==> config.mk <==
export PLATFORM = sky130hd
export DESIGN_NAME = usb_td_status_writeback
export DESIGN_NICKNAME = d
export VERILOG_FILES = /design/src/utw_pkg.sv /design/src/usb_td_status_writeback.sv
export SDC_FILE = /design/constraint.sdc
export NUM_CORES = 1
export LEC_CHECK = 0
export BUFFER_PORTS_ARGS = -buffer_cell sky130_fd_sc_hd__buf_4
export CORE_ASPECT_RATIO = 0.75
export CORE_MARGIN = 2
export CORE_UTILIZATION = 30
export CTS_CLUSTER_SIZE = 25
export DETAILED_ROUTE_END_ITERATION = 12
export PLACE_DENSITY = 0.59
export SYNTH_ARGS = -nofsm -noshare
export SYNTH_HDL_FRONTEND = slang
export SYNTH_SLANG_ARGS = --single-unit
export TNS_END_PERCENT = 100
==> constraint.sdc <==
create_clock -name pclk -period 3.05 [get_ports pclk]
set_input_delay 0.61 -clock pclk [delete_from_list [all_inputs] [get_ports pclk]]
set_output_delay 0.61 -clock pclk [all_outputs]
set_load 0.02 [all_outputs]
==> src/utw_pkg.sv <==
// Constants and types for the descriptor status write-back block
package utw_pkg;
    // APB register byte addresses
    localparam logic [7:0] ADDR_CTRL = 8'h00;
    localparam logic [7:0] ADDR_STS  = 8'h04;
    localparam logic [7:0] ADDR_IEN  = 8'h08;
    localparam logic [7:0] ADDR_ICLR = 8'h0C;
    localparam logic [7:0] ADDR_LAST = 8'h10;
    // Descriptor control/status word fields
    localparam int BIT_ISO    = 25;
    localparam int BIT_ACTIVE = 23;
    localparam int BIT_STALL  = 22;
    localparam int BIT_BUFE   = 21;
    localparam int BIT_BABBLE = 20;
    localparam int BIT_NAK    = 19;
    localparam int BIT_CRCTO  = 18;
    localparam int LEN_MSB    = 10;
    localparam int LEN_W      = LEN_MSB + 1;
    localparam logic [LEN_W-1:0] LEN_ONE = 11'h001;
    // Interrupt status bit positions
    localparam int EV_STALL  = 0;
    localparam int EV_BUFE   = 1;
    localparam int EV_BABBLE = 2;
    localparam int EV_NAK    = 3;
    localparam int EV_CRCTO  = 4;
    localparam int EV_W      = 5;
    // Reset values and the control enable bit position
    localparam logic             CTRL_EN_RST = 1'b1;
    localparam logic [EV_W-1:0]  EV_ZERO     = 5'h00;
    localparam logic [31:0]      WORD_ZERO   = 32'h0000_0000;
    localparam int               CTRL_EN_BIT = 0;

    typedef enum logic [1:0] {
        FSM_IDLE = 2'b01,
        FSM_WB   = 2'b10
    } utw_fsm_t;

    typedef struct packed {
        utw_fsm_t        st;
        logic            ctrl_en;
        logic [EV_W-1:0] sts;
        logic [EV_W-1:0] ien;
        logic [31:0]     last;
        logic [31:0]     wb_data;
        logic            wb_valid;
        logic            frame_abort;
        logic            crc_corrupt;
        logic            force_timeout;
        logic            irq;
        logic            pready;
        logic            pslverr;
        logic [31:0]     prdata;
    } utw_state_t;
endpackage
==> src/usb_td_status_writeback.sv <==
// Descriptor status write-back logic with APB control and interrupt
// Overview of operation
// Software sets active bit 23; the controller clears it when the transaction completes.
// A STALL handshake from the endpoint clears the active bit.
// Stall bit 22 is set on babble, error counter at zero or a STALL handshake.
// Whenever the stall bit is set the active bit is cleared in the same update.
// A STALL answering a SETUP also reports a CRC/timeout error.
// Buffer error bit 21 is set on receive overrun or transmit underrun.
// After overrun or underrun the written byte count differs from the maximum length.
// On underrun a wrong CRC is sent and the descriptor stays active unless errors hit zero.
// On overrun a timeout is forced on the bus.
// Babble bit 20 is set when babble is detected during the transaction.
// Babble also sets the stall bit 22.
// Babble aborts the current frame at once; execution resumes at the next index.
// NAK bit 19 is set when the device returns a NAK.
// A NAK answering a SETUP also reports a CRC/timeout error.
// An isochronous descriptor is always made inactive after execution.
// CRC/timeout bit 18 is set on no response or a CRC error.
// All flags are written back in one update at the end of each transaction accepted while enabled and idle.
`timescale 1ns/100ps
`default_nettype none
module usb_td_status_writeback
    import utw_pkg::*;
(
    input  wire logic             pclk,
    input  wire logic             presetn,
    input  wire logic             psel,
    input  wire logic             penable,
    input  wire logic             pwrite,
    input  wire logic [7:0]       paddr,
    input  wire logic [31:0]      pwdata,
    output logic                  pready,
    output logic                  pslverr,
    output logic [31:0]           prdata,
    input  wire logic             txn_done,
    input  wire logic [31:0]      td_word_in,
    input  wire logic             is_setup,
    input  wire logic             stall_hs,
    input  wire logic             nak_hs,
    input  wire logic             babble_det,
    input  wire logic             err_cnt_zero,
    input  wire logic             no_response,
    input  wire logic             crc_err,
    input  wire logic             overrun,
    input  wire logic             underrun,
    input  wire logic [LEN_W-1:0] act_len_in,
    input  wire logic [LEN_W-1:0] max_len_in,
    output logic                  wb_valid,
    output logic [31:0]           wb_data,
    output logic                  frame_abort,
    output logic                  crc_corrupt,
    output logic                  force_timeout,
    output logic                  irq
);
    utw_state_t s_reg;
    utw_state_t s_next;

    logic             accept;
    logic             isochronous_select;
    logic             stall_c;
    logic             crc_timeout_c;
    logic             buffer_error_c;
    logic             keep_active_c;
    logic [LEN_W-1:0] len_c;
    logic [31:0]      word_c;
    logic [EV_W-1:0]  ev_c;
    logic             apb_setup;
    logic             apb_wr;

    assign isochronous_select = td_word_in[BIT_ISO];
    assign accept    = txn_done && s_reg.ctrl_en && (s_reg.st == FSM_IDLE);
    assign apb_setup = psel && !penable;
    assign apb_wr    = psel && penable && s_reg.pready && pwrite;

    always_comb begin
        // stall causes
        // babble forces stall
        stall_c = babble_det || err_cnt_zero || stall_hs;
        // timeout or crc
        // setup handshake reports timeout
        crc_timeout_c = no_response || crc_err
                      || (is_setup && (stall_hs || nak_hs));
        buffer_error_c = overrun || underrun;
        // Nak, buffer and crc/timeout outcomes are retried, so they keep
        // the descriptor live; a stall or isochronous always clears it
        // retryable errors stay active
        keep_active_c = !isochronous_select && !stall_c
                      && (nak_hs || buffer_error_c || crc_timeout_c);
        // short count on buffer error
        len_c = act_len_in;
        if (buffer_error_c && (act_len_in == max_len_in)) begin
            len_c = max_len_in - LEN_ONE;
        end
        word_c = td_word_in;
        // active clear
        word_c[BIT_ACTIVE] = keep_active_c;
        word_c[BIT_STALL]  = stall_c;
        // buffer error flag
        word_c[BIT_BUFE]   = buffer_error_c;
        // babble flag
        word_c[BIT_BABBLE] = babble_det;
        // nak flag
        word_c[BIT_NAK]    = nak_hs;
        word_c[BIT_CRCTO]  = crc_timeout_c;
        word_c[LEN_MSB:0]  = len_c;
        ev_c = EV_ZERO;
        ev_c[EV_STALL]  = stall_c;
        ev_c[EV_BUFE]   = buffer_error_c;
        ev_c[EV_BABBLE] = babble_det;
        ev_c[EV_NAK]    = nak_hs;
        ev_c[EV_CRCTO]  = crc_timeout_c;
    end

    always_comb begin
        s_next = s_reg;
        s_next.wb_valid    = 1'b0;
        s_next.frame_abort = 1'b0;
        // Level copies follow the bus side every cycle, not only at done
        // corrupt crc while underrun
        s_next.crc_corrupt   = underrun;
        // force bus timeout
        s_next.force_timeout = overrun;
        unique case (s_reg.st)
            FSM_IDLE: begin
                if (accept) begin
                    // single write-back
                    s_next.wb_valid = 1'b1;
                    s_next.wb_data  = word_c;
                    s_next.last     = word_c;
                    // babble ends frame
                    s_next.frame_abort = babble_det;
                    s_next.st = FSM_WB;
                end
            end
            FSM_WB: begin
                s_next.st = FSM_IDLE;
            end
        endcase
        // Interrupt status, an event beats a same-cycle clear
        if (apb_wr && (paddr == ADDR_ICLR)) begin
            s_next.sts = s_reg.sts & ~pwdata[EV_W-1:0];
        end
        if (accept) begin
            s_next.sts = s_next.sts | ev_c;
        end
        if (apb_wr && (paddr == ADDR_CTRL)) begin
            s_next.ctrl_en = pwdata[CTRL_EN_BIT];
        end
        if (apb_wr && (paddr == ADDR_IEN)) begin
            s_next.ien = pwdata[EV_W-1:0];
        end
        s_next.irq = |(s_next.sts & s_next.ien);
        // Answer one cycle after setup so every output is a flop
        s_next.pready  = apb_setup;
        s_next.pslverr = 1'b0;
        s_next.prdata  = WORD_ZERO;
        if (apb_setup) begin
            unique case (paddr)
                ADDR_CTRL: s_next.prdata[CTRL_EN_BIT] = s_reg.ctrl_en;
                ADDR_STS:  s_next.prdata[EV_W-1:0] = s_reg.sts;
                ADDR_IEN:  s_next.prdata[EV_W-1:0] = s_reg.ien;
                ADDR_ICLR: s_next.prdata = WORD_ZERO;
                ADDR_LAST: s_next.prdata = s_reg.last;
                default:   s_next.pslverr = 1'b1;
            endcase
        end
    end

    always_ff @(posedge pclk or negedge presetn) begin
        if (!presetn) begin
            s_reg <= '{st: FSM_IDLE, ctrl_en: CTRL_EN_RST, sts: EV_ZERO,
                       ien: EV_ZERO, last: WORD_ZERO, wb_data: WORD_ZERO,
                       prdata: WORD_ZERO, default: 1'b0};
        end else begin
            s_reg <= s_next;
        end
    end

    assign pready        = s_reg.pready;
    assign pslverr       = s_reg.pslverr;
    assign prdata        = s_reg.prdata;
    assign wb_valid      = s_reg.wb_valid;
    assign wb_data       = s_reg.wb_data;
    assign frame_abort   = s_reg.frame_abort;
    assign crc_corrupt   = s_reg.crc_corrupt;
    assign force_timeout = s_reg.force_timeout;
    assign irq           = s_reg.irq;

    logic clean_c;
    assign clean_c = !nak_hs && !buffer_error_c && !crc_timeout_c;
endmodule
`default_nettype wire

==> flow_summary.yaml, run 1 <==
status:
  outcome: "complete, no violations"
placement:
  port_buffers: 135
  postPlaceCellArea_um2: 4800
  dp_hpwl_um: 7140
  post-place-ws_ns: 0.634
  routabilityCongestion: 0.852
synth:
  ys_ff_latch: 84
  ys_types: 42
  syn_area_um2: 4070
  yosysMostFrequentCell: "dfrtp_1"
  synth_top_area_frac: 0.505
  async_flop_share: 1.00
  synth_edf_count: 0
  synth_cells: 413
  yosys_most_used_dff: "dfrtp_1"
  yosysWarnings: 0
  synth_area_leaders: "dfrtp_1 50%, buf_4 12%, nand2_1 6.8%"
  syn_avg_cell_area_um2: 9.85
  syn_nets: 523
  ys_seq_area_frac: 0.518
  yosys.area.top_type: "dfrtp_1"
  synth_common_cells: "82 x dfrtp_1, 74 x nand2_1, 64 x buf_4"
setup_path:
  worstPathRequired_ns: 3.26
  cp-end-kind: "register"
  cp_data_arrival_time_ns: 2.31
  worst_setup_path_start_kind: "input port"
  critPathKind: "in -> reg"
  cp_max_fo: 6
finish:
  seq_area_um2: 2100
  diodes: 0
  syn2layout_area_growth_pct: 25.6
  post_route_cells_drive_above_1_share: 0.352
  stdcell_area_um2: 5110
  multi_input_area_um2: 1400
  finalNetCount: 594
  fillers: 1316
detailed_routing:
  drt_iter0_drc: 86
  first_pass_iters: 4
  wl_per_cell_um: 14.3
  ant_nets: 0
  drc: 0
  via_per_inst: 4.43
  drt_wl_total_um: 9410
  vias: 2927
clocking:
  cts_buffers: 9
  holdBufCountCts: 0
  cts.clk_slew.worst_paths_ns: 0.07
  cts_tree: "built"
  postCtsSetupBuffers: 0
  ctsResizeCount: 0
  h-tree-depth: 3
  worstSkewPairLatency_ns: 0.33
  root_buffer: "clkbuf_16"
  clock-sinks: 84
  clk_path_buf_depth: 2
grt:
  overflow: 0
  grt_pass1_wl_um: 15500
  grt_pass1_vias: 2984
  met1_usage: 0.180
  grt_max_degree: 44
  use_met3: 0.0458
  grtUsageTotal: 0.136
  antenna_found_initial: 0
  grt.met2_usage: 0.213
  grt-busiest-layer: "met2"
sta:
  setup_tns_ns: 0
  max_freq_ghz: 0.477
  maxSlewHeadroom: 0.599
  min_period_over_period: 0.687
  grt_setup_unrepaired: "false"
  drv_slew: 0
  tightest_slew_ns: 0.602
  hold_viol: 0
  worst_clock_skew_ns: 0.00379
  setup_viol: 0
  timing.final.crit_period_ns: 2.09
  setup_slack_ns: 0.956
pwr:
  p_leak_nw: 2.65
  p_total_mw: 2.48
  power.density_nw_per_um2: 485
  ir_worst_vdd_v: 0.000290
die:
  io_pins: 180
  floorplan.die.height_um: 105
  fp.dieW_um: 138
  num_rows: 36
  initial_core_util: 0.310
  core_area_um2: 13100
  die-area_um2: 14500
min_path:
  hold_path_class: "in -> async"
job:
  cap_violations: 0
per-layer routing:
metal | share of wire | wire [µm]
met5 | 0 | 0
met3 | 0.071 | 673
met2 | 0.45 | 4270
met4 | 0.012 | 113
met1 | 0.46 | 4350
placed cells by master (no fill, tap or decap), types with 2 or more instances in the layout:
master / netlist / final
a21o_1: 8 / 8
a21oi_1: 8 / 8
a22o_1: 2 / 2
a22oi_1: 4 / 4
a31oi_1: 3 / 3
and2_1: 29 / 29
and3_1: 2 / 2
buf_4: 64 / 138
clkbuf_16: 0 / 9
clkinvlp_4: 0 / 2
dfrtp_1: 82 / 82
dfstp_2: 2 / 2
inv_1: 6 / 6
inv_6: 0 / 2
mux2_2: 5 / 5
mux2i_1: 2 / 2
nand2_1: 74 / 74
nand3_1: 10 / 9
nor2_1: 23 / 23
nor2b_1: 3 / 3
nor3_1: 3 / 3
nor3b_2: 2 / 2
nor4_1: 7 / 7
o21ai_0: 23 / 23
xnor2_1: 4 / 4
xor2_1: 16 / 16
metrics by stage:
stage                      util  instances  hold slack, ns
final                     0.390        660           0.255
after global routing      0.390        660           0.299
after CTS                 0.390        660           0.272
after detailed placement  0.366        644           0.487
after global placement    0.366        644           0.479
after floorplan               -        413           0.314
worst max-delay path, cell delays in order:
cell	delay (ns)
buf_4	0.11
or4_4	0.59
nor3b_2	0.36
nand3_1	0.16
a21o_1	0.22
a22oi_2	0.15
nand4_1	0.11
path summary, 6_finish.rpt:
| check | startpoint | endpoint | slack [ns] | cells after the start |
|---|---|---|---|---|
| max | paddr[7] | irq | 0.96 | 7 |
| min | presetn | prdata[12] | 0.26 | 1 |
| max reg2reg | s_reg[114] | irq | 1.32 | 7 |
| min reg2reg | wb_data[20] | wb_data[20] | 0.50 | 1 |
| max in group asynchronous | presetn | wb_data[16] | 2.16 | 2 |
| min in group pclk | underrun | crc_corrupt | 0.40 | 1 |
kinds of logic (layout without fill, tap and decap cells):
kind of cell             Yosys count  after routing  share of synthesized area
AO/OA/AOI/OAI                     52             52                     0.0782
XOR/XNOR                          20             20                     0.0431
adder cells (fa/ha/maj)            1              1                    0.00308
buffers and inverters             85            161                      0.139
flip-flops                        84             84                      0.518
multiplexers                       8              8                     0.0225
AND/OR/NAND/NOR                  163            163                      0.197
layout make-up:
cell class,count,share of cell area
tap,171,0.0419
multi-input combinational,244,0.275
timing repair buffer,139,0.207
clock inverter,7,0.0162
inverter,6,0.00441
sequential,84,0.412
clock buffer,9,0.0441
power breakdown:
group | total, mW | switching [mW] | internal, mW
clock network | 1.11 | 0.463 | 0.647
registers | 1.16 | 0.0133 | 1.14
logic | 0.211 | 0.111 | 0.101
(Power assumes the default switching activity.)
==> run 2: changes to the inputs <==
Clock period 3.05 ns to 2.13 ns, I/O delays scaled along.
==> run 2 against run 1 <==
Sequential cell count stayed put. Clock power up 40%. Hold slack worse by 0.21 ns. Via count is 1.1% higher. Power up 42%. Sequential power increased by 43%. First-iteration DRC count increased by 49%. Critical path type unchanged. Utilization increased by 0.44 points. Die area unchanged.
==> flow_summary.yaml, run 2 (synthesis gave the netlist of run 1 again) <==
status:
  outcome: "complete, no violations"
job:
  cap_violations: 0
setup_path:
  crit_chain: "buf_4 > or4_4 > nor3b_2 > buf_4 > nand3_1 > a21o_1 > a22oi_2 > nand4_1"
  cp_max_fo: 6
  cpPeakStageDelay_ns: 0.58
  cp-end-kind: "register"
  cp_data_arrival_time_ns: 2.02
  crit_top_cell: "buf_4"
  worstPathRequired_ns: 2.33
  slowest_stage: "or4_4"
  critPathKind: "in -> reg"
  worst_setup_path_start_kind: "input port"
clocking:
  holdBufCountCts: 0
  clock-sinks: 84
  root_buffer: "clkbuf_16"
  clk_path_buf_depth: 2
  cts.clk_slew.worst_paths_ns: 0.06
  cts_tree: "built"
  postCtsSetupBuffers: 0
  ctsResizeCount: 0
  h-tree-depth: 3
  cts_buffers: 9
  worstSkewPairLatency_ns: 0.33
detailed_routing:
  vias: 2958
  ant_nets: 0
  first_pass_iters: 4
  via_per_inst: 4.43
  wl_per_cell_um: 14.0
  drt_wl_total_um: 9330
  drt_iter0_drc: 128
  drc: 0
sta:
  worst_hold_slack_ns: 0.0437
  max_freq_ghz: 0.549
  drv_slew: 0
  setup_viol: 0
  worst_clock_skew_ns: 0.00701
  grt_setup_unrepaired: "false"
  tightest_slew_ns: 0.453
  min_period_over_period: 0.855
  hold_viol: 0
  timing.final.crit_period_ns: 1.82
  maxSlewHeadroom: 0.695
  setup_tns_ns: 0
pwr:
  p_leak_nw: 2.68
  ir_worst_vdd_v: 0.000359
  power.density_nw_per_um2: 681
finish:
  stdcell_count: 667
  final_util: 0.394
  syn2layout_area_growth_pct: 27.0
  diodes: 0
  post_route_cells_drive_above_1_share: 0.361
  layout_common_cells: "144 x buf_4, 82 x dfrtp_1, 74 x nand2_1, 29 x and2_1"
  layout_commonest_cell: "buf_4"
  finalNetCount: 601
grt:
  grt_pass1_vias: 2941
  grtUsageTotal: 0.133
  overflow: 0
  antenna_found_initial: 0
  grt_pass1_wl_um: 15400
  grt_max_degree: 39
min_path:
  hold_path_class: "in -> async"
placement:
  routabilityCongestion: 0.892
  port_buffers: 135
  numPlacedInstances: 651
  dp_hpwl_um: 7150
die:
  core_area_um2: 13100
  io_pins: 180
  initial_core_util: 0.310
  num_rows: 36
  fp.dieW_um: 138
  die-area_um2: 14500
  floorplan.die.height_um: 105
[run 2: cell count changes in the layout (fill, tap and decap cells not counted), sizes merged]
cell / previous run / this run
clkinvlp: 2 / 3
buf: 139 / 146
inv: 9 / 8
[run 2: worst max-delay path: cells and delay by family]
kind,cells,cell delay [ns]
AOI/OAI and AO/OA,2,0.37
and+or+nand+nor,4,0.97
buffers and inverters,2,0.26
[run 2: worst paths after layout]
| check | startpoint | to | slack (ns) | cells after the start |
|---|---|---|---|---|
| max | paddr[7] | irq | 0.31 | 8 |
| min reg2reg | wb_data[21] | wb_data[21] | 0.49 | 1 |
| max in group asynchronous | presetn | s_reg[114] | 1.46 | 2 |
| min | presetn | prdata[13] | 0.04 | 1 |
| min in group pclk | underrun | crc_corrupt | 0.22 | 1 |
| max reg2reg | s_reg[114] | irq | 0.40 | 7 |
[run 2: power by group]
| part | switching, mW | total [mW] | internal (mW) |
|---|---|---|---|
| logic | 0.159 | 0.306 | 0.146 |
| registers | 0.0189 | 1.66 | 1.64 |
| clock network | 0.641 | 1.55 | 0.914 |
[run 2: area by class of cell]
| cell class | instances | area, µm² |
|---|---|---|
| Inverter | 6 | 22.5 |
| Clock buffer | 9 | 225 |
| Tap cell | 171 | 214 |
| Multi-Input combinational cell | 244 | 1400 |
| Fill cell | 1319 | 7940 |
| Timing Repair Buffer | 146 | 1120 |
| Sequential cell | 84 | 2100 |
| Clock inverter | 7 | 75.1 |
[run 2: per-layer routing]
metal / vias up / share of wire / global-route usage
met1: 1388 / 0.47 / 0.188
li1: 1441 / - / -
met2: 116 / 0.44 / 0.193
met5: - / 0 / 0
met4: 0 / 0.017 / 0.0437
met3: 13 / 0.078 / 0.0426
[run 2: metrics by stage]
step | total power, mW | area, µm² | setup WS [ns]
global route | 3.68 | 5160 | 0.262
CTS | 3.58 | 5160 | 0.338
floorplan | 1.81 | 4070 | 0.153
finish | 3.52 | 5160 | 0.310
global placement | 1.99 | 4860 | -0.00295
detailed placement | 2.00 | 4860 | -0.0251
==> run 3: changes to the inputs <==
Settings changed: CORE_ASPECT_RATIO 0.75 to unset.
==> run 3 against run 2 <==
Hold slack improved by 0.050 ns. Sequential share of layout area decreased by 0.29 points. Wire length increased by 0.26%. Largest cell class unchanged. Critical path depth unchanged. Combinational power about the same. Critical path type unchanged. Sequential cell count unchanged. Largest power group unchanged. Power decreased by 1.0%. Final area increased by 0.73%.
==> flow_summary.yaml, run 3 (synthesis gave the netlist of run 1 again) <==
status:
  outcome: "complete, no violations"
clocking:
  h-tree-depth: 3
  root_buffer: "clkbuf_16"
  cts_tree: "built"
  cts_buffers: 9
  ctsResizeCount: 0
  cts.clk_slew.worst_paths_ns: 0.06
  postCtsSetupBuffers: 0
  clk_path_buf_depth: 2
  holdBufCountCts: 0
  worstSkewPairLatency_ns: 0.33
  clock-sinks: 84
sta:
  max_freq_ghz: 0.544
  maxSlewHeadroom: 0.599
  setup_slack_ns: 0.291
  tightest_slew_ns: 0.601
  worst_clock_skew_ns: 0.00664
  setup_tns_ns: 0
  hold_viol: 0
  setup_viol: 0
  grt_setup_unrepaired: "false"
  timing.final.crit_period_ns: 1.84
  min_period_over_period: 0.863
  drv_slew: 0
finish:
  finalNetCount: 606
  final_util: 0.393
  syn2layout_area_growth_pct: 27.9
  layout_common_cells: "149 x buf_4, 82 x dfrtp_1, 74 x nand2_1, 29 x and2_1"
  post_route_cells_drive_above_1_share: 0.365
  diodes: 0
  layout_commonest_cell: "buf_4"
  stdcell_count: 677
setup_path:
  critPathKind: "in -> reg"
  cp-end-kind: "register"
  worst_setup_path_start_kind: "input port"
  cp_max_fo: 4
  cp_data_arrival_time_ns: 2.03
  worstPathRequired_ns: 2.32
  r2r.worst_path.cells: 6
placement:
  dp_hpwl_um: 7250
  port_buffers: 135
  routabilityCongestion: 0.854
  numPlacedInstances: 661
  post-place-ws_ns: -0.0464
detailed_routing:
  drt_wl_total_um: 9350
  first_pass_iters: 4
  wl_per_cell_um: 13.8
  drt_iter0_drc: 120
  ant_nets: 0
  drc: 0
  via_per_inst: 4.38
  vias: 2968
grt:
  grt_max_degree: 45
  overflow: 0
  grt_pass1_wl_um: 14900
  antenna_found_initial: 0
  grt_pass1_vias: 2913
  grtUsageTotal: 0.133
die:
  initial_core_util: 0.307
  floorplan.die.height_um: 120
  fp.dieW_um: 120
  num_rows: 42
  die-area_um2: 14500
  core_area_um2: 13200
  io_pins: 180
min_path:
  hold_path_class: "in -> async"
pwr:
  p_total_mw: 3.48
  p_leak_nw: 2.71
  ir_worst_vdd_v: 0.000334
  power.density_nw_per_um2: 669
job:
  cap_violations: 0
==> run 3: cell types whose count changed in the layout (fill, tap and decap cells not counted) <==
cell        previous run  this run
clkinv_4               0         2
clkinvlp_4             3         1
buf_4                144       149
clkbuf_1               0         1
inv_6                  2         0
clkinv_2               1         2
==> run 3: where the power goes <==
group / internal, mW / total (mW) / switching [mW] / leakage [nW]
clock: 0.908 / 1.52 / 0.609 / 0.142
combinational: 0.148 / 0.308 / 0.160 / 1.41
sequential: 1.64 / 1.66 / 0.0180 / 1.16
==> run 3: worst paths after layout <==
path,slack (ns),to,start
max in group asynchronous,1.45,wb_data[27],presetn
max reg2reg,0.39,irq,pready
min in group pclk,0.23,crc_corrupt,underrun
min reg2reg,0.49,wb_data[21],wb_data[21]
min,0.09,prdata[31],presetn
max,0.29,irq,paddr[7]
==> run 3: critical path, stage by stage <==
cell	delay [ns]
buf_4	0.11
or4_4	0.57
nor3b_2	0.30
buf_4	0.18
nand3_1	0.07
a21o_1	0.19
nand2_1	0.08
nand4_1	0.11
==> run 3: through the flow <==
step                area (µm²)  hold WS [ns]
detailed placement        4910         0.472
finish                    5200        0.0936
global placement          4910         0.465
floorplan                 4070         0.130
CTS                       5200         0.115
global route              5200         0.137
==> run 3: per-layer routing <==
layer | vias up | track usage | part of all wire | routed length, µm
li1 | 1454 | - | - | -
met1 | 1415 | 0.165 | 0.43 | 4010
met2 | 86 | 0.223 | 0.49 | 4630
met3 | 13 | 0.0274 | 0.057 | 537
met4 | 0 | 0.0589 | 0.019 | 178
met5 | - | 0 | 0 | 0
==> run 3: area by class of cell <==
cell class	instances	area, µm²
repair buffers	151	1160
clock inverters	6	65.1
flip-flops and latches	84	2100
fillers	1339	8040
well taps	176	220
inverters	6	22.5
multi-input cells	244	1400
clock buffers	10	229
